File: src/rtl/pacw_pkg.sv
// Purpose: shared constants, region table and types for the peripheral
//          access wait-state bridge.
// Assumes: core clock is the bridge clock; peripheral clocks are seen as
//          integer core/peripheral ratios.
// Notes:   region rows are searched in order, so the first match wins.
//
// Functional notes
// [RL1] CPU/DMA/interrupt/flash/debug region: 3 core cycles
// [RL2] system control: 3 cycles, listed sub-ranges 5
// [RL3] port/pin/event region: 3 B cycles, 2-3 faster
// [RL4] wide serial data access adds two cycles
// [RL5] rtc/watchdog/accuracy/module-stop: 3 B, 2-3 faster
// [RL6] pwm timers: read 6/5-6, write 4/3-4 B cycles
// [RL7] graphics/spi/crc/security: 3 peripheral-A cycles
// [RL8] correction/timers/divider/vref: 4 B, 3-4 faster
// [RL9] fractional range: min rounds down, max rounds nearest
// [RL10] counts are minimums; clock switching adds stalls
// [RL11] faster core clock adds one peripheral sync cycle
// [RL12] master must not touch unallocated addresses
// [RL13] counts hold only without another master's contention
// [RL14] decode region, insert its waits, then complete
package pacw_pkg;

  // ==========================================================
  // widths
  localparam int unsigned ADDR_W  = 32; // cpu address width
  localparam int unsigned DATA_W  = 32; // cpu data width
  localparam int unsigned CNT_W   = 4;  // wait counter width
  localparam int unsigned RATIO_W = 4;  // core/peripheral ratio width

  // ==========================================================
  // timing constants
  localparam logic [CNT_W-1:0]   SCI_WIDE_EXTRA = 4'h2; // wide data adder
  localparam logic [CNT_W-1:0]   UNMAPPED_CYC   = 4'h3; // unmapped answer
  localparam logic [CNT_W-1:0]   CNT_ONE        = 4'h1; // counter step
  localparam logic [RATIO_W-1:0] RATIO_ONE      = 4'h1; // equal clocks
  localparam logic [RATIO_W-1:0] PHASE_ZERO     = 4'h0; // divider restart

  // ==========================================================
  // types
  typedef enum logic [1:0] {
    DOM_CORE = 2'h0,  // counted in core_clock
    DOM_PA   = 2'h1,  // counted in peripheral_clock_a
    DOM_PB   = 2'h2   // counted in peripheral_clock_b
  } pacw_dom_t;

  // sequence idle -> wait -> done -> idle, one bit per step except done -> idle
  typedef enum logic [1:0] {
    ST_IDLE = 2'b00,
    ST_WAIT = 2'b01,
    ST_DONE = 2'b11
  } pacw_state_t;

  typedef struct packed {
    logic [ADDR_W-1:0] lo;   // first byte of region
    logic [ADDR_W-1:0] hi;   // last byte of region
    logic [CNT_W-1:0]  rd;   // read units
    logic [CNT_W-1:0]  wr;   // write units
    pacw_dom_t         dom;  // unit clock
    logic              wide; // wide serial data region
  } pacw_rgn_t;

  // ==========================================================
  // region table; the faster-core upper bound equals the equal-clock
  // figure everywhere, so one count per direction serves both.
  // ranges already rounded: lower bound down, upper to nearest [RL9]
  localparam int unsigned RGN_COUNT = 30;
  localparam pacw_rgn_t RGN_TABLE [RGN_COUNT] = '{
    '{32'h4000_0000, 32'h4000_6FFF, 4'h3, 4'h3, DOM_CORE, 1'b0}, // [RL1]
    '{32'h4001_9000, 32'h4001_9FFF, 4'h2, 4'h2, DOM_CORE, 1'b0},
    '{32'h4001_A000, 32'h4001_BFFF, 4'h3, 4'h3, DOM_CORE, 1'b0}, // [RL1]
    '{32'h4001_E400, 32'h4001_E412, 4'h5, 4'h5, DOM_CORE, 1'b0}, // [RL2]
    '{32'h4001_E414, 32'h4001_E420, 4'h5, 4'h5, DOM_CORE, 1'b0}, // [RL2]
    '{32'h4001_E422, 32'h4001_E4E0, 4'h5, 4'h5, DOM_CORE, 1'b0}, // [RL2]
    '{32'h4001_E4E2, 32'h4001_E4FF, 4'h5, 4'h5, DOM_CORE, 1'b0}, // [RL2]
    '{32'h4001_E000, 32'h4001_EFFF, 4'h3, 4'h3, DOM_CORE, 1'b0}, // [RL2]
    '{32'h4004_0000, 32'h4004_10FF, 4'h3, 4'h3, DOM_PB,   1'b0}, // [RL3]
    '{32'h4004_1240, 32'h4004_127F, 4'h3, 4'h3, DOM_PB,   1'b1}, // [RL4]
    '{32'h4004_2000, 32'h4004_21FF, 4'h3, 4'h3, DOM_PB,   1'b0},
    '{32'h4004_4000, 32'h4004_70FF, 4'h3, 4'h3, DOM_PB,   1'b0}, // [RL5]
    '{32'h4005_2000, 32'h4005_207F, 4'h3, 4'h3, DOM_PB,   1'b0},
    '{32'h4005_3100, 32'h4005_31FF, 4'h3, 4'h3, DOM_PB,   1'b0},
    '{32'h4005_4100, 32'h4005_41FF, 4'h3, 4'h3, DOM_PB,   1'b0},
    '{32'h4005_5000, 32'h4005_50FF, 4'h6, 4'h4, DOM_PB,   1'b0}, // [RL6]
    '{32'h4005_5300, 32'h4005_53FF, 4'h6, 4'h4, DOM_PB,   1'b0}, // [RL6]
    '{32'h4005_C000, 32'h4005_C1FF, 4'h3, 4'h3, DOM_PB,   1'b0},
    '{32'h4005_D000, 32'h4005_D0FF, 4'h3, 4'h3, DOM_PB,   1'b0},
    '{32'h4007_0800, 32'h4007_0DFF, 4'h3, 4'h3, DOM_PA,   1'b0}, // [RL7]
    '{32'h4007_2100, 32'h4007_21FF, 4'h3, 4'h3, DOM_PA,   1'b0}, // [RL7]
    '{32'h4007_4000, 32'h4007_40FF, 4'h3, 4'h3, DOM_PA,   1'b0}, // [RL7]
    '{32'h4008_0000, 32'h4008_00FF, 4'h3, 4'h3, DOM_PB,   1'b0},
    '{32'h4008_0400, 32'h4008_04FF, 4'h4, 4'h4, DOM_PB,   1'b0}, // [RL8]
    '{32'h4008_4000, 32'h4008_41FF, 4'h4, 4'h4, DOM_PB,   1'b0}, // [RL8]
    '{32'h4008_4400, 32'h4008_44FF, 4'h4, 4'h4, DOM_PB,   1'b0}, // [RL8]
    '{32'h4008_4500, 32'h4008_457F, 4'h4, 4'h4, DOM_PB,   1'b0}, // [RL8]
    '{32'h4008_4680, 32'h4008_46FF, 4'h4, 4'h4, DOM_PB,   1'b0}, // [RL8]
    '{32'h4008_6A80, 32'h4008_6AFF, 4'h4, 4'h4, DOM_PB,   1'b0}, // [RL8]
    '{32'h400C_0000, 32'h400C_01FF, 4'h3, 4'h3, DOM_PA,   1'b0}  // [RL7]
  };

endpackage

File: src/rtl/pacw_dec_if.sv
// Purpose: carries one address and its decoded region between modules.
// Assumes: purely combinational path.
// Notes:   rd/wr are zero when no region matches.
`timescale 1ns/1ns

// ==========================================================
// decode carrier
interface pacw_dec_if;
  logic [pacw_pkg::ADDR_W-1:0] addr;  // address under decode
  logic                        hit;   // some region matched
  logic [pacw_pkg::CNT_W-1:0]  rdCyc; // read units
  logic [pacw_pkg::CNT_W-1:0]  wrCyc; // write units
  pacw_pkg::pacw_dom_t         dom;   // unit clock
  logic                        wide;  // wide serial data region

  modport decoder (input addr, output hit, rdCyc, wrCyc, dom, wide);
  modport user    (output addr, input hit, rdCyc, wrCyc, dom, wide);
endinterface

File: src/rtl/pacw_access_timer.sv
// Purpose: holds each cpu register access for its region's wait time
//          before signalling completion to the cpu.
// Assumes: peripheral clocks are integer divisions of the core clock,
//          given as ratios; ratio 1 (or 0) means equal clocks.
// Notes:   one access at a time; next request taken after the ready
//          pulse.
`timescale 1ns/1ns

module pacw_access_timer (
  input  wire logic                            clk,
  input  wire logic                            rst_n,
  input  wire logic                            cpuReq,
  input  wire logic                            cpuWrite,
  input  wire logic                            cpuHalf,
  input  wire logic [pacw_pkg::ADDR_W-1:0]     cpuAddr,
  input  wire logic [pacw_pkg::DATA_W-1:0]     cpuWdata,
  output logic      [pacw_pkg::DATA_W-1:0]     cpuRdata,
  output logic                                 cpuReady,
  output logic                                 cpuBusy,
  output logic                                 cpuUnmapped,
  output logic                                 perSel,
  output logic                                 perWrite,
  output logic      [pacw_pkg::ADDR_W-1:0]     perAddr,
  output logic      [pacw_pkg::DATA_W-1:0]     perWdata,
  input  wire logic [pacw_pkg::DATA_W-1:0]     perRdata,
  input  wire logic                            otherMasterBusy,
  input  wire logic                            clkSwitchBusy,
  input  wire logic [pacw_pkg::RATIO_W-1:0]    pclkaRatio,
  input  wire logic [pacw_pkg::RATIO_W-1:0]    pclkbRatio
);

  // ==========================================================
  // declarations
  pacw_dec_if dec ();                                  // decode carrier

  pacw_pkg::pacw_state_t           state_q;            // access phase
  logic [pacw_pkg::CNT_W-1:0]      cnt_q;              // units elapsed
  logic [pacw_pkg::CNT_W-1:0]      target_q;           // units required
  pacw_pkg::pacw_dom_t             dom_q;              // unit clock
  logic [pacw_pkg::RATIO_W-1:0]    phA_q;              // clock A phase
  logic [pacw_pkg::RATIO_W-1:0]    phB_q;              // clock B phase
  logic                            unmapped_q;         // miss latched
  logic [pacw_pkg::DATA_W-1:0]     cpuRdata_q;         // read result
  logic                            cpuReady_q;         // done pulse
  logic                            cpuBusy_q;          // access open
  logic                            cpuUnmapped_q;      // miss pulse
  logic                            perSel_q;           // peripheral strobe
  logic                            perWrite_q;         // direction
  logic [pacw_pkg::ADDR_W-1:0]     perAddr_q;          // held address
  logic [pacw_pkg::DATA_W-1:0]     perWdata_q;         // held write data

  logic                            accept;             // request taken
  logic                            tickA;              // clock A edge
  logic                            tickB;              // clock B edge
  logic                            unitTick;           // unit elapsed
  logic                            lastUnit;           // final unit now
  logic [pacw_pkg::CNT_W-1:0]      target_d;           // units for req

  // ==========================================================
  // functions

  // a ratio of zero would stall forever; treat it as equal clocks
  function automatic logic [pacw_pkg::RATIO_W-1:0] effRatio(
    input logic [pacw_pkg::RATIO_W-1:0] r
  );
    effRatio = (r == pacw_pkg::PHASE_ZERO) ? pacw_pkg::RATIO_ONE : r;
  endfunction

  // last core cycle of a peripheral period
  function automatic logic isLastPhase(
    input logic [pacw_pkg::RATIO_W-1:0] ph,
    input logic [pacw_pkg::RATIO_W-1:0] r
  );
    isLastPhase = (ph >= effRatio(r) - pacw_pkg::RATIO_ONE);
  endfunction

  // ==========================================================
  // region decode
  assign dec.addr = cpuAddr;

  pacw_region_dec u_dec (
    .dec (dec)
  );

  // ==========================================================
  // combinational control

  // no new access while another master holds the bus [RL13]
  assign accept = (state_q == pacw_pkg::ST_IDLE) && cpuReq &&
                  !otherMasterBusy; // [RL13]

  // units for the incoming request; misses get a fixed short answer
  always_comb begin
    if (!dec.hit) begin
      target_d = pacw_pkg::UNMAPPED_CYC; // [RL12]
    end else if (cpuWrite) begin
      target_d = dec.wrCyc; // [RL14]
    end else begin
      target_d = dec.rdCyc; // [RL14]
    end
    // wide serial data register takes two more units when cpuHalf is set [RL4]
    if (dec.hit && dec.wide && cpuHalf) begin
      target_d = target_d + pacw_pkg::SCI_WIDE_EXTRA; // [RL4]
    end
  end

  // peripheral edges seen from the core side
  assign tickA = isLastPhase(phA_q, pclkaRatio);
  assign tickB = isLastPhase(phB_q, pclkbRatio);

  // the first unit on a slower peripheral clock is partial: waiting for
  // its edge is the synchronisation cycle; at equal clocks every core
  // cycle is an edge, so the overhead stays fixed [RL11]
  always_comb begin
    case (dom_q)
      pacw_pkg::DOM_PA: begin
        unitTick = tickA; // [RL7] [RL11]
      end
      pacw_pkg::DOM_PB: begin
        unitTick = tickB; // [RL3] [RL5] [RL6] [RL8] [RL11]
      end
      default: begin
        unitTick = 1'b1; // [RL1] [RL2]
      end
    endcase
  end

  // clock source or divider changes freeze the count, so figures
  // stay minimums and switching time is added on top [RL10]
  assign lastUnit = (state_q == pacw_pkg::ST_WAIT) && unitTick &&
                    !clkSwitchBusy &&
                    (cnt_q + pacw_pkg::CNT_ONE == target_q); // [RL10]

  // ==========================================================
  // peripheral clock phase dividers, free running
  always_ff @(posedge clk or negedge rst_n) begin
    if (!rst_n) begin
      phA_q <= pacw_pkg::PHASE_ZERO;
      phB_q <= pacw_pkg::PHASE_ZERO;
    end else begin
      // wrap at ratio; a ratio change applies to the period in progress
      phA_q <= tickA ? pacw_pkg::PHASE_ZERO
                     : phA_q + pacw_pkg::RATIO_ONE;
      phB_q <= tickB ? pacw_pkg::PHASE_ZERO
                     : phB_q + pacw_pkg::RATIO_ONE;
    end
  end

  // ==========================================================
  // access state machine
  always_ff @(posedge clk or negedge rst_n) begin
    if (!rst_n) begin
      state_q <= pacw_pkg::ST_IDLE;
    end else begin
      case (state_q)
        pacw_pkg::ST_IDLE: begin
          if (accept) begin
            state_q <= pacw_pkg::ST_WAIT;
          end
        end
        pacw_pkg::ST_WAIT: begin
          if (lastUnit) begin
            state_q <= pacw_pkg::ST_DONE; // [RL14]
          end
        end
        pacw_pkg::ST_DONE: begin
          state_q <= pacw_pkg::ST_IDLE;
        end
        default: begin
          state_q <= pacw_pkg::ST_IDLE;
        end
      endcase
    end
  end

  // ==========================================================
  // wait counter and per-access settings
  always_ff @(posedge clk or negedge rst_n) begin
    if (!rst_n) begin
      cnt_q      <= '0;
      target_q   <= '0;
      dom_q      <= pacw_pkg::DOM_CORE;
      unmapped_q <= 1'b0;
    end else if (accept) begin
      cnt_q      <= '0;
      target_q   <= target_d;
      // misses are answered on the core clock
      dom_q      <= dec.hit ? dec.dom : pacw_pkg::DOM_CORE;
      unmapped_q <= !dec.hit; // [RL12]
    end else if ((state_q == pacw_pkg::ST_WAIT) && unitTick &&
                 !clkSwitchBusy) begin
      cnt_q <= cnt_q + pacw_pkg::CNT_ONE; // [RL14]
    end
  end

  // ==========================================================
  // peripheral side strobe and held request
  always_ff @(posedge clk or negedge rst_n) begin
    if (!rst_n) begin
      perSel_q   <= 1'b0;
      perWrite_q <= 1'b0;
      perAddr_q  <= '0;
      perWdata_q <= '0;
    end else if (accept) begin
      // unallocated addresses never reach a peripheral
      perSel_q   <= dec.hit;
      perWrite_q <= cpuWrite;
      perAddr_q  <= cpuAddr;
      perWdata_q <= cpuWdata;
    end else if (lastUnit) begin
      perSel_q <= 1'b0;
    end
  end

  // ==========================================================
  // cpu side completion
  always_ff @(posedge clk or negedge rst_n) begin
    if (!rst_n) begin
      cpuReady_q    <= 1'b0;
      cpuUnmapped_q <= 1'b0;
      cpuRdata_q    <= '0;
    end else begin
      cpuReady_q    <= lastUnit; // [RL14]
      cpuUnmapped_q <= lastUnit && unmapped_q;
      if (lastUnit && !perWrite_q) begin
        // misses read as zero rather than stale data
        cpuRdata_q <= unmapped_q ? '0 : perRdata;
      end
    end
  end

  // busy from acceptance until the ready pulse has been shown
  always_ff @(posedge clk or negedge rst_n) begin
    if (!rst_n) begin
      cpuBusy_q <= 1'b0;
    end else if (accept) begin
      cpuBusy_q <= 1'b1;
    end else if (state_q == pacw_pkg::ST_DONE) begin
      cpuBusy_q <= 1'b0;
    end
  end

  // ==========================================================
  // outputs straight from flip-flops
  assign cpuRdata    = cpuRdata_q;
  assign cpuReady    = cpuReady_q;
  assign cpuBusy     = cpuBusy_q;
  assign cpuUnmapped = cpuUnmapped_q;
  assign perSel      = perSel_q;
  assign perWrite    = perWrite_q;
  assign perAddr     = perAddr_q;
  assign perWdata    = perWdata_q;

endmodule // pacw_access_timer

File: src/rtl/pacw_region_dec.sv
// Purpose: matches an address against the region table.
// Assumes: table rows earlier in the list take priority.
// Notes:   combinational; no state.
`timescale 1ns/1ns

module pacw_region_dec (
  pacw_dec_if.decoder dec
);

  // ==========================================================
  // range test, used once per table row
  function automatic logic inRange(
    input logic [pacw_pkg::ADDR_W-1:0] a,
    input logic [pacw_pkg::ADDR_W-1:0] lo,
    input logic [pacw_pkg::ADDR_W-1:0] hi
  );
    inRange = (a >= lo) && (a <= hi);
  endfunction

  logic [pacw_pkg::RGN_COUNT-1:0] hitVec; // one bit per row

  // per-row compare
  for (genvar i = 0; i < pacw_pkg::RGN_COUNT; i++) begin : g_row
    assign hitVec[i] = inRange(dec.addr, pacw_pkg::RGN_TABLE[i].lo,
                               pacw_pkg::RGN_TABLE[i].hi);
  end

  // lowest matching row wins, so narrow slow sub-ranges beat defaults
  always_comb begin
    dec.hit   = 1'b0;
    dec.rdCyc = '0;
    dec.wrCyc = '0;
    dec.dom   = pacw_pkg::DOM_CORE;
    dec.wide  = 1'b0;
    for (int i = pacw_pkg::RGN_COUNT - 1; i >= 0; i--) begin
      if (hitVec[i]) begin // [RL14]
        dec.hit   = 1'b1;
        dec.rdCyc = pacw_pkg::RGN_TABLE[i].rd;
        dec.wrCyc = pacw_pkg::RGN_TABLE[i].wr;
        dec.dom   = pacw_pkg::RGN_TABLE[i].dom;
        dec.wide  = pacw_pkg::RGN_TABLE[i].wide;
      end
    end
  end

endmodule // pacw_region_dec

File: config.mk
export PLATFORM = sky130hd
export DESIGN_NAME = pacw_access_timer
export DESIGN_NICKNAME = d
export VERILOG_FILES = /design/src/rtl/pacw_pkg.sv /design/src/rtl/pacw_dec_if.sv /design/src/rtl/pacw_access_timer.sv /design/src/rtl/pacw_region_dec.sv
export SDC_FILE = /design/constraint.sdc
export NUM_CORES = 1
export LEC_CHECK = 0
export BUFFER_PORTS_ARGS = -buffer_cell sky130_fd_sc_hd__buf_2
export CAP_MARGIN = 15
export CORE_UTILIZATION = 46
export DETAILED_ROUTE_END_ITERATION = 10
export GPL_TIMING_DRIVEN = 0
export PLACE_DENSITY_LB_ADDON = 0.12
export SYNTH_ARGS = -nofsm -noshare
export SYNTH_HDL_FRONTEND = slang
export SYNTH_SLANG_ARGS = --single-unit
File: constraint.sdc
create_clock -name clk -period 2.67 [get_ports clk]
set_input_delay 0.267 -clock clk [delete_from_list [all_inputs] [get_ports clk]]
set_output_delay 0.267 -clock clk [all_outputs]
set_load 0.01 [all_outputs]
Yosys cells after proc, flatten, opt, wreduce, memory -nomap -nowiden
Cells that the tools add are included.

word-level totals
  register bits after elaboration = 122

cells by class
  $add $sub $neg = 6
  $lt $le $gt $ge = 62
  equal/unequal tests = 7
  muxes and demuxes = 136
  reductions and logical operators = 50

operators with widths
  operator                                                number
  >= comparator 32 x 31 -> 1 bit (second input constant)  30
  <= comparator 32 x 31 -> 1 bit (second input constant)  30
  two-way mux 4 bit                                       55
  two-way mux 2 bit                                       33
  two-way mux 1 bit                                       45
  logical AND 1 bit                                       39
  two-way mux 32 bit                                      1
  adder 4 x 1 -> 4 bit (second input constant)            3
  >= comparator 4 bit                                     2
  zero test 4 bit                                         2
  subtractor 4 x 1 -> 4 bit (second input constant)       2
  nonzero test 2 bit                                      3
  adder 4 x 2 -> 4 bit (second input constant)            1
  == test 2 x 1 -> 1 bit (second input constant)          2
  == test 2 bit (second input constant)                   2
  == test 4 bit                                           1
  zero test 1 bit                                         4
  inequality test 2 bit (second input constant)           2
  one-hot mux 2 bit (2 select lines)                      1
  zero test 2 bit                                         1
  one-hot mux 1 bit (2 select lines)                      1
  AND reduction 2 bit                                     1

Depth between registers and ports, before layout
Gate-level depths: netlist (run 1).

  depth after elaboration = 36
  gate-level depth with buffers = 13

Modules after synthesis
From an unflattened synthesis (run 1), not the netlist that was laid out.

second synthesis, totals
  cell total of the unflattened synthesis = 673
  area, all modules = 6257.3 um2

modules (own cells, without submodules)
  module             instances  cells an instance  area an instance (um2)  sequential area each (um2)
  pacw_access_timer  1          521                5266.3                  3052.9
  pacw_region_dec    1          152                991.0                   0.0

Least setup slack after synthesis (run 1)
OpenSTA, ideal clock, no wires.

  path type = input to register
  start = input pclkbRatio[1] in the netlist's numbering
  end = register cpuRdata_q, in the netlist cpuRdata[0]
  setup time = 125 ps
  data arrival time = 2770 ps
  slack = -225 ps
  stages on the path = 13
  cells stage by stage = nor3_1 nor2_1 ha_1 ha_1 a21o_1 a21o_1 a21o_1 a221oi_2 nor4_1 nor2b_1 clkbuf_1 buf_2 mux2_2

between the ends
  word-level cells in the longest chain between the ends = 9

ends and longest elaborated chain
  what                                    RTL line                  RTL
  from (decl)                             pacw_access_timer.sv:29   input wire logic [pacw_pkg::RATIO_W-1:0] pclkbRatio
  zero test 4 bit                         pacw_access_timer.sv:66   effRatio = (r == pacw_pkg::PHASE_ZERO) ? pacw_pkg::RATIO_ONE : r;
  two-way mux 4 bit (*)                   pacw_access_timer.sv:66
  subtractor 4 x 1 -> 4 bit (*)           pacw_access_timer.sv:74   isLastPhase = (ph >= effRatio(r) - pacw_pkg::RATIO_ONE);
  >= comparator 4 bit (*)                 pacw_access_timer.sv:74
  one-hot mux 1 bit (2 select lines) (*)  pacw_access_timer.sv:115  case (dom_q)
  logical AND 1 bit (*) (2 in series)     pacw_access_timer.sv:130  assign lastUnit = (state_q == pacw_pkg::ST_WAIT) && unitTick &&
  logical AND 1 bit (*)                   pacw_access_timer.sv:131  !clkSwitchBusy &&
  via lastUnit                            pacw_access_timer.sv:56   logic lastUnit;
  logical AND 1 bit (*)                   pacw_access_timer.sv:225  if (lastUnit && !perWrite_q) begin
  to (signal assigned)                    pacw_access_timer.sv:227  cpuRdata_q <= unmapped_q ? '0 : perRdata;
  to (decl)                               pacw_access_timer.sv:43   logic [pacw_pkg::DATA_W-1:0] cpuRdata_q;

Mark *: on every way through the listed nets, which the timed path passes. The rest lies on a longest branch.
A chain may end at the register's enable or synchronous reset.

Worst setup path after layout (run 1)
  start = input cpuAddr[31] in the netlist's numbering
  end = register target_q[2] in the netlist's numbering

between the ends
  word-level cells in the longest chain between the ends = 36

ends and longest elaborated chain
  what                                                                                     RTL line                  RTL
  from (decl)                                                                              pacw_access_timer.sv:15   input wire logic [pacw_pkg::ADDR_W-1:0] cpuAddr,
  >= comparator 32 x 31 -> 1 bit / <= comparator 32 x 31 -> 1 bit (equally long branches)  pacw_region_dec.sv:17     inRange = (a >= lo) && (a <= hi);
  logical AND 1 bit                                                                        pacw_region_dec.sv:17
  two-way mux 2 bit                                                                        pacw_region_dec.sv:36     if (hitVec[i]) begin
  two-way mux 4 bit (29 in series)                                                         pacw_region_dec.sv:36
  two-way mux 4 bit                                                                        pacw_access_timer.sv:96   end else if (cpuWrite) begin
  two-way mux 4 bit                                                                        pacw_access_timer.sv:94   if (!dec.hit) begin
  adder 4 x 2 -> 4 bit                                                                     pacw_access_timer.sv:103  target_d = target_d + pacw_pkg::SCI_WIDE_EXTRA;
  two-way mux 4 bit (*)                                                                    pacw_access_timer.sv:102  if (dec.hit && dec.wide && cpuHalf) begin
  to (signal assigned)                                                                     pacw_access_timer.sv:186  target_q <= target_d;
  to (decl)                                                                                pacw_access_timer.sv:38   logic [pacw_pkg::CNT_W-1:0] target_q;

Mark *: on every way between the ends. The rest lies on a longest branch, timed or not.

==> results of run 1 <==
-- synthesized netlist by cell type, types with 3 or more instances --
master,instances
sky130_fd_sc_hd__inv_1,16
sky130_fd_sc_hd__nand2_1,214
sky130_fd_sc_hd__nand3_1,14
sky130_fd_sc_hd__nand4_1,16
sky130_fd_sc_hd__dfrtp_1,122
sky130_fd_sc_hd__xnor2_1,6
sky130_fd_sc_hd__and4_1,3
sky130_fd_sc_hd__nand2b_1,5
sky130_fd_sc_hd__a21oi_1,6
sky130_fd_sc_hd__xor2_1,6
sky130_fd_sc_hd__o21ai_1,3
sky130_fd_sc_hd__nor2_1,32
sky130_fd_sc_hd__a31oi_1,4
sky130_fd_sc_hd__buf_2,4
sky130_fd_sc_hd__and2_1,4
sky130_fd_sc_hd__a211oi_1,3
sky130_fd_sc_hd__a2111oi_0,5
sky130_fd_sc_hd__ha_1,16
sky130_fd_sc_hd__o21ai_0,14
sky130_fd_sc_hd__nor4_1,6
sky130_fd_sc_hd__nor2b_1,43
sky130_fd_sc_hd__nor4b_1,6
sky130_fd_sc_hd__o31ai_1,5
sky130_fd_sc_hd__nor3_1,9
sky130_fd_sc_hd__a2111oi_4,3
sky130_fd_sc_hd__a21o_1,10
sky130_fd_sc_hd__clkbuf_1,32
sky130_fd_sc_hd__and3_1,5
sky130_fd_sc_hd__mux2i_1,5
sky130_fd_sc_hd__mux2_2,32
sky130_fd_sc_hd__or3_1,3
-- timing repair --
item,4_1_cts,5_1_grt
hold endpoints to repair,19,0
gates resized for setup,21,61
endpoints found under the setup margin,35,33
pin swaps,8,18
hold buffers,1,0
buffers inserted,13,11
cloned,0,0
-- layout make-up --
type / count / area share, %
buffer: 35 / 2.31
multi-input combinational: 530 / 38.9
inverter: 16 / 0.672
clock buffer: 18 / 4.91
clock inverter: 14 / 1.88
timing repair buffer: 237 / 14.7
sequential: 122 / 34.1
tap: 180 / 2.52
-- layer usage --
layer  vias up  global-route usage [%]
li1       2939                       -
met5         -                       0
met4         0                    9.57
met3        26                    7.42
met1      2985                    34.2
met2       239                    47.1
-- through the flow --
step	std cells	util, %	setup WS, ns	total power, W
finish	1152	64.4	0.0708	0.00880
global route	1152	64.4	-0.0361	0.00937
CTS	1142	62.6	-0.0157	0.00879
detailed placement	1099	56.9	-1.11	0.00625
global placement	1098	56.7	-1.18	0.00609
floorplan	707	-	-0.0754	0.00492
-- report_power, final --
group	internal (W)	switching (W)
clock	0.00150	0.000867
sequential	0.00270	0.000484
combinational	0.00145	0.00181
total	0.00564	0.00316
-- path summary, 6_finish.rpt --
path / slack, ns / start / end / cells after the start
worst min-delay path: 0.03 / cpuWdata[7] / perWdata[7] / 3
max in group asynchronous: 1.65 / rst_n / perAddr[0] / 3
worst min register to register: 0.47 / perWdata[20] / perWdata[20] / 2
worst max register to register: 0.10 / phB_q[0] / cpuRdata[11] / 11
worst max-delay path: 0.07 / cpuAddr[31] / target_q[2] / 10
min in group asynchronous: 0.26 / rst_n / perWdata[30] / 2
-- placed cells by master (no fill, tap or decap), types with 17 or more instances in the layout --
cell type                   count
sky130_fd_sc_hd__nor2b_1       42
sky130_fd_sc_hd__dfrtp_1      122
sky130_fd_sc_hd__clkbuf_16     17
sky130_fd_sc_hd__nand2_1      214
sky130_fd_sc_hd__buf_4         22
sky130_fd_sc_hd__clkbuf_1      21
sky130_fd_sc_hd__nor2_1        31
sky130_fd_sc_hd__buf_2        210
sky130_fd_sc_hd__mux2_2        32
-- tightest hold or removal path: cells and delay by family --
family	cells	cell delay (ns)
buffers and inverters	1	0.07
and+or+nand+nor	2	0.08
-- cells by family (layout without fill, tap and decap cells) --
group                      count (synthesis)  count (layout)
muxes                                     37              37
and+or+nand+nor                          383             383
DFF                                      122             122
AOI/OAI and AO/OA                         82              82
xor gates and xnor gates                  12              12
buffers and inverters                     55             320
adders and majority gates                 16              16
-- sequential cells by signal, summed over array words and instances (netlist names) --
name and flops:
phA_q 4, unmapped_q 1, perSel 1, perWdata 32
dom_q 2, cpuRdata 32, cnt_q 4, phB_q 4
cpuBusy 1, perAddr 32, cpuReady 1, cpuUnmapped 1
state_q 2, perWrite 1, target_q 4
==> flow_summary.toml, run 1 <==
[status]
outcome = "finished clean"

[setup_path]
cp-start-kind = "input port"
cp.arrival_ns = 2.87
crit_path_cell_trace = "buf_2, or4b_1, nor2_4, nand4_1, a2111oi_4, o41ai_2, o41ai_2, ha_1, a311oi_2, o21ai_1"
setup.worst_path.end_class = "flip-flop"
category_of_the_critical_setup_timing_path = "input port to flip-flop"
data_required_critical_path_ns = 2.94
crit_top_cell = "sky130_fd_sc_hd__o41ai_2"
worstPathMaxFanout = 6
crit_slowest_cell = "sky130_fd_sc_hd__or4b_1"
max_stage_delay_ns = 0.67
crit_buf_inv = 1
critPathTopFamily = "compound AO/OA/AOI/OAI gates"

[pwr]
vdd_ir_drop_max_mv = 0.544
p_leak_nw = 4.59
p_per_area_nw_per_um2 = 985

[sta]
timing.setup.tns_ns = 0
finalHoldViolations = 0
post-route-min-period_ns = 2.60
setup-violations-final = 0
whs_ns = 0.0320
slew_violations = 0
tightestPinTransition_ns = 0.868
rsz0062_at_grt = "true"
fin_crit_sh_pct = 97.3
fmaxAchievable_mhz = 385
maxSlewHeadroom_pct = 41.3
timing.clock.skew_ns = 0.0140

[finish]
finish.instance_area_um2 = 8940
final_layout_size_suffix_gt1_share_pct = 36.7
number_of_antenna_diodes = 0
fillCellCount = 1164
synthToLayoutAreaGrowth_pct = 36.6
seq_area_um2 = 3050
area_of_the_multi_input_gates_um2 = 3480
finalNetCount = 1086

[global_routing]
grt_pass1_wl_mm = 31.3
grt_antenna_before_repair = 0
maximum_number_of_pins_on_one_net_before_global_route_repair = 104
groute.usage.overall_pct = 27.9
global_route.overflow_total = 0
grt_pass1_vias = 6087

[hold_path]
hold_path_class = "input port to flip-flop"

[detailed_routing]
vias_per_cell = 5.37
drtAntennaViolNets = 0
routed_wire_length_per_instance_um = 17.7
topRoutingLayerUsed = "met4"
met2_wirelength_from_detailed_routing_mm = 10.2
drt_iter0_drc = 397
wirelength_mm = 20.4
dr_wl_met3_mm = 1.33
detailedRoute.firstPassIterationCount = 5
met1_length_mm = 8.58
remaining_drc_errors = 0
vias = 6189

[synth]
synth_area_per_cell_um2 = 9.26
yosys.area.top_type = "sky130_fd_sc_hd__dfrtp_1"
synth.ff_latch_count = 122
synth_edf_count = 0
area_fraction_of_the_dominant_cell_type_after_synthesis_pct = 46.6
synth.lib_cells_used.distinct = 72
synth-adder-area-share_pct = 3.06
postSynthNetCount = 834
yosysWarnings = 0
async_set_or_reset_flop_fraction_in_the_synthesized_netlist_pct = 100
yosys_most_used_dff = "sky130_fd_sc_hd__dfrtp_1"
gate_count_of_the_mapped_netlist = 707
synth_compound_area_share_pct = 10.4
netlist_area_um2 = 6550
synth_area_leaders = "sky130_fd_sc_hd__dfrtp_1, sky130_fd_sc_hd__nand2_1, sky130_fd_sc_hd__mux2_2, sky130_fd_sc_hd__nor2b_1, sky130_fd_sc_hd__ha_1"
synth_seq_area_share_pct = 46.6
post_synth_and_or_nand_nor_area_fraction_pct = 28.7
synth-xor-area-share_pct = 1.61
synth_top_family_by_area = "simple AND/OR/NAND/NOR gates"
multiplexer_share_of_the_synthesized_area_pct = 6.27

[clock_tree]
cts_tree = "yes"
clock_tree.root_cell = "sky130_fd_sc_hd__clkbuf_16"
clock_sinks = 122
clk_latency_ns = 0.42
cts_inserted_buffers = 17
cts_max_level = 4
clk_pin_slew_worst_paths_ns = 0.06
cts_buffer_depth = 2

[die]
die-area_um2 = 14700
floorplan.rows = 43
die-width_um = 121
ios = 212
dieHeight_um = 121
core_area_um2 = 13900
floorplan.initialDensity_pct = 47.2

[job]
maxCapViolCount = 0

[placement]
hpwlAfterDp_mm = 15.0
portBuffers = 211
dpl_cell_area_um2 = 7900
finalWeightedCongestion = 0.932
No activity file was read; power rests on OpenSTA's default activity.
==> run 2: changes to the inputs <==
- HOLD_SLACK_MARGIN: default -> 0.05
==> run 2 against run 1 <==
Against the previous run: sequential share of layout area down 1.0 points; non-clock buffer count up 28; global-route usage up 0.82 points; critical endpoint unchanged; total power up 0.57%; largest cell class unchanged.
==> flow_summary.toml, run 2 (synthesized netlist as in run 1, its figures left out) <==
[die]
core_area_um2 = 13900
ios = 212
floorplan.initialDensity_pct = 47.2
die-width_um = 121
dieHeight_um = 121
die-area_um2 = 14700
floorplan.rows = 43

[placement]
dpl_cell_area_um2 = 7900
hpwlAfterDp_mm = 15.0
finalWeightedCongestion = 0.932
dpl.cell_count = 1099
portBuffers = 211

[detailed_routing]
routed_wire_length_per_instance_um = 17.9
remaining_drc_errors = 0
drtAntennaViolNets = 0
vias_per_cell = 5.39
vias = 6362
drt_iter0_drc = 373
detailedRoute.firstPassIterationCount = 5
wirelength_mm = 21.1

[hold_path]
hold-path-cell-count = 3
hold_path_class = "input port to flip-flop"
hold_start = "cpuAddr[28]"
worst_hold_end = "perAddr[28]"

[setup_path]
reg2reg_slack_ns = 0.10
cp.arrival_ns = 2.88
cp-start-kind = "input port"
setup.worst_path.end_class = "flip-flop"
crit_path_cell_trace = "buf_2, or4b_1, nor2_4, nand4_1, a2111oi_4, o41ai_2, o41ai_2, ha_1, a311oi_2, o21ai_1"
worstPathMaxFanout = 6
crit_slowest_cell = "sky130_fd_sc_hd__or4b_1"
r2r-end = "cpuRdata[11]"
data_required_critical_path_ns = 2.95
max_stage_delay_ns = 0.67
category_of_the_critical_setup_timing_path = "input port to flip-flop"
worst_r2r_path_depth = 11
crit_top_cell = "sky130_fd_sc_hd__o41ai_2"
worstReg2RegStart = "phB_q[0]"

[pwr]
vdd_ir_drop_max_mv = 0.582
p_per_area_nw_per_um2 = 960
p_leak_nw = 4.71

[sta]
tightestPinTransition_ns = 0.864
post-route-min-period_ns = 2.61
timing.clock.skew_ns = 0.0113
slew_violations = 0
fin_crit_sh_pct = 97.7
maxSlewHeadroom_pct = 41.6
fmaxAchievable_mhz = 383
finalHoldViolations = 0
setup-violations-final = 0
rsz0062_at_grt = "true"

[clock_tree]
clock_sinks = 122
clock_tree.root_cell = "sky130_fd_sc_hd__clkbuf_16"
clk_latency_ns = 0.42
cts_buffer_depth = 2
clk_pin_slew_worst_paths_ns = 0.06
cts_max_level = 4
cts_inserted_buffers = 17
cts_tree = "yes"

[global_routing]
groute.usage.overall_pct = 28.7
grt_pass1_wl_mm = 32.2
grt_antenna_before_repair = 0
maximum_number_of_pins_on_one_net_before_global_route_repair = 104
grt_pass1_vias = 6360
global_route.overflow_total = 0

[finish]
synthToLayoutAreaGrowth_pct = 40.8
final_layout_size_suffix_gt1_share_pct = 35.7
most-common-layout-cells = "sky130_fd_sc_hd__nand2_1, sky130_fd_sc_hd__buf_2, sky130_fd_sc_hd__dfrtp_1"
fillCellCount = 1128
number_of_antenna_diodes = 0
mostFrequentLayoutCell = "sky130_fd_sc_hd__nand2_1"
finalNetCount = 1114
layoutNonFillerInstCount = 1180
finish.instance_area_um2 = 9220

[job]
maxCapViolCount = 0

[status]
outcome = "finished clean"
-- run 2: cell count changes in the layout (fill, tap and decap cells not counted) --
cell / delta
sky130_fd_sc_hd__dlygate4sd3_1: +28
-- run 2: final cells by class --
| type | instances | area [um2] | share of cell area [%] |
|---|---|---|---|
| Sequential cell | 122 | 3050 | 33.1 |
| Multi-Input combinational cell | 530 | 3480 | 37.7 |
| Buffer | 35 | 206 | 2.24 |
| Clock inverter | 14 | 168 | 1.82 |
| Timing Repair Buffer | 265 | 1590 | 17.3 |
| Tap cell | 180 | 225 | 2.44 |
| Clock buffer | 18 | 439 | 4.76 |
| Inverter | 16 | 60.1 | 0.651 |
-- run 2: worst max-delay path by stage --
stage,from,endpoint,slack (ns),cells past startpoint
2_1_floorplan,pclkbRatio[1],cpuRdata[0],-0.08,13
3_3_place_gp,cpuAddr[8],target_q[2],-1.18,11
3_5_place_dp,cpuAddr[8],target_q[2],-1.11,11
4_1_cts,cpuAddr[27],target_q[2],-0.02,13
5_1_grt,cpuAddr[29],target_q[2],-0.04,13
6_report,cpuAddr[31],target_q[2],0.06,10
-- run 2: power by group --
group	total [W]	internal [W]	switching, W
clock	0.00236	0.00150	0.000862
sequential	0.00319	0.00270	0.000489
combinational	0.00331	0.00148	0.00183
-- run 2: worst max-delay path: cells and delay by family --
kind	cells	cell delay (ns)
simple gates	3	1.06
compound gates	5	1.10
buf+inv	1	0.15
fa+ha+maj	1	0.30
-- run 2: routing by layer --
layer  track usage, %  wire [um]  vias to the layer above
met5                0          0                        -
met4             12.1        575                        0
met3             6.86       1330                       45
met2             48.7      10500                      262
met1             34.6       8680                     3058
li1                 -          -                     2997
-- run 2: through the flow --
step / hold WS (ns) / utilization [%] / total power [W] / worst slack [ns] / TNS, ns
2_1_floorplan: -0.0286 / - / 0.00492 / -0.0754 / -2.26
3_3_place_gp: 0.452 / 56.7 / 0.00609 / -1.18 / -33.65
3_5_place_dp: 0.135 / 56.9 / 0.00625 / -1.11 / -19.49
4_1_cts: 0.0507 / 64.6 / 0.00882 / -0.0157 / -0.0157
5_1_grt: 0.0542 / 66.4 / 0.00941 / -0.0375 / -0.0375
6_report: 0.0556 / 66.4 / 0.00885 / 0.0621 / 0
-- run 2: repair_timing --
item                       CTS  global route
hold buffers                29             0
resized for setup           21            61
hold endpoints to repair    47             0
setup buffers               13            11
pin swaps                    8            18
setup endpoints to repair   35            33
cloned                       0             0
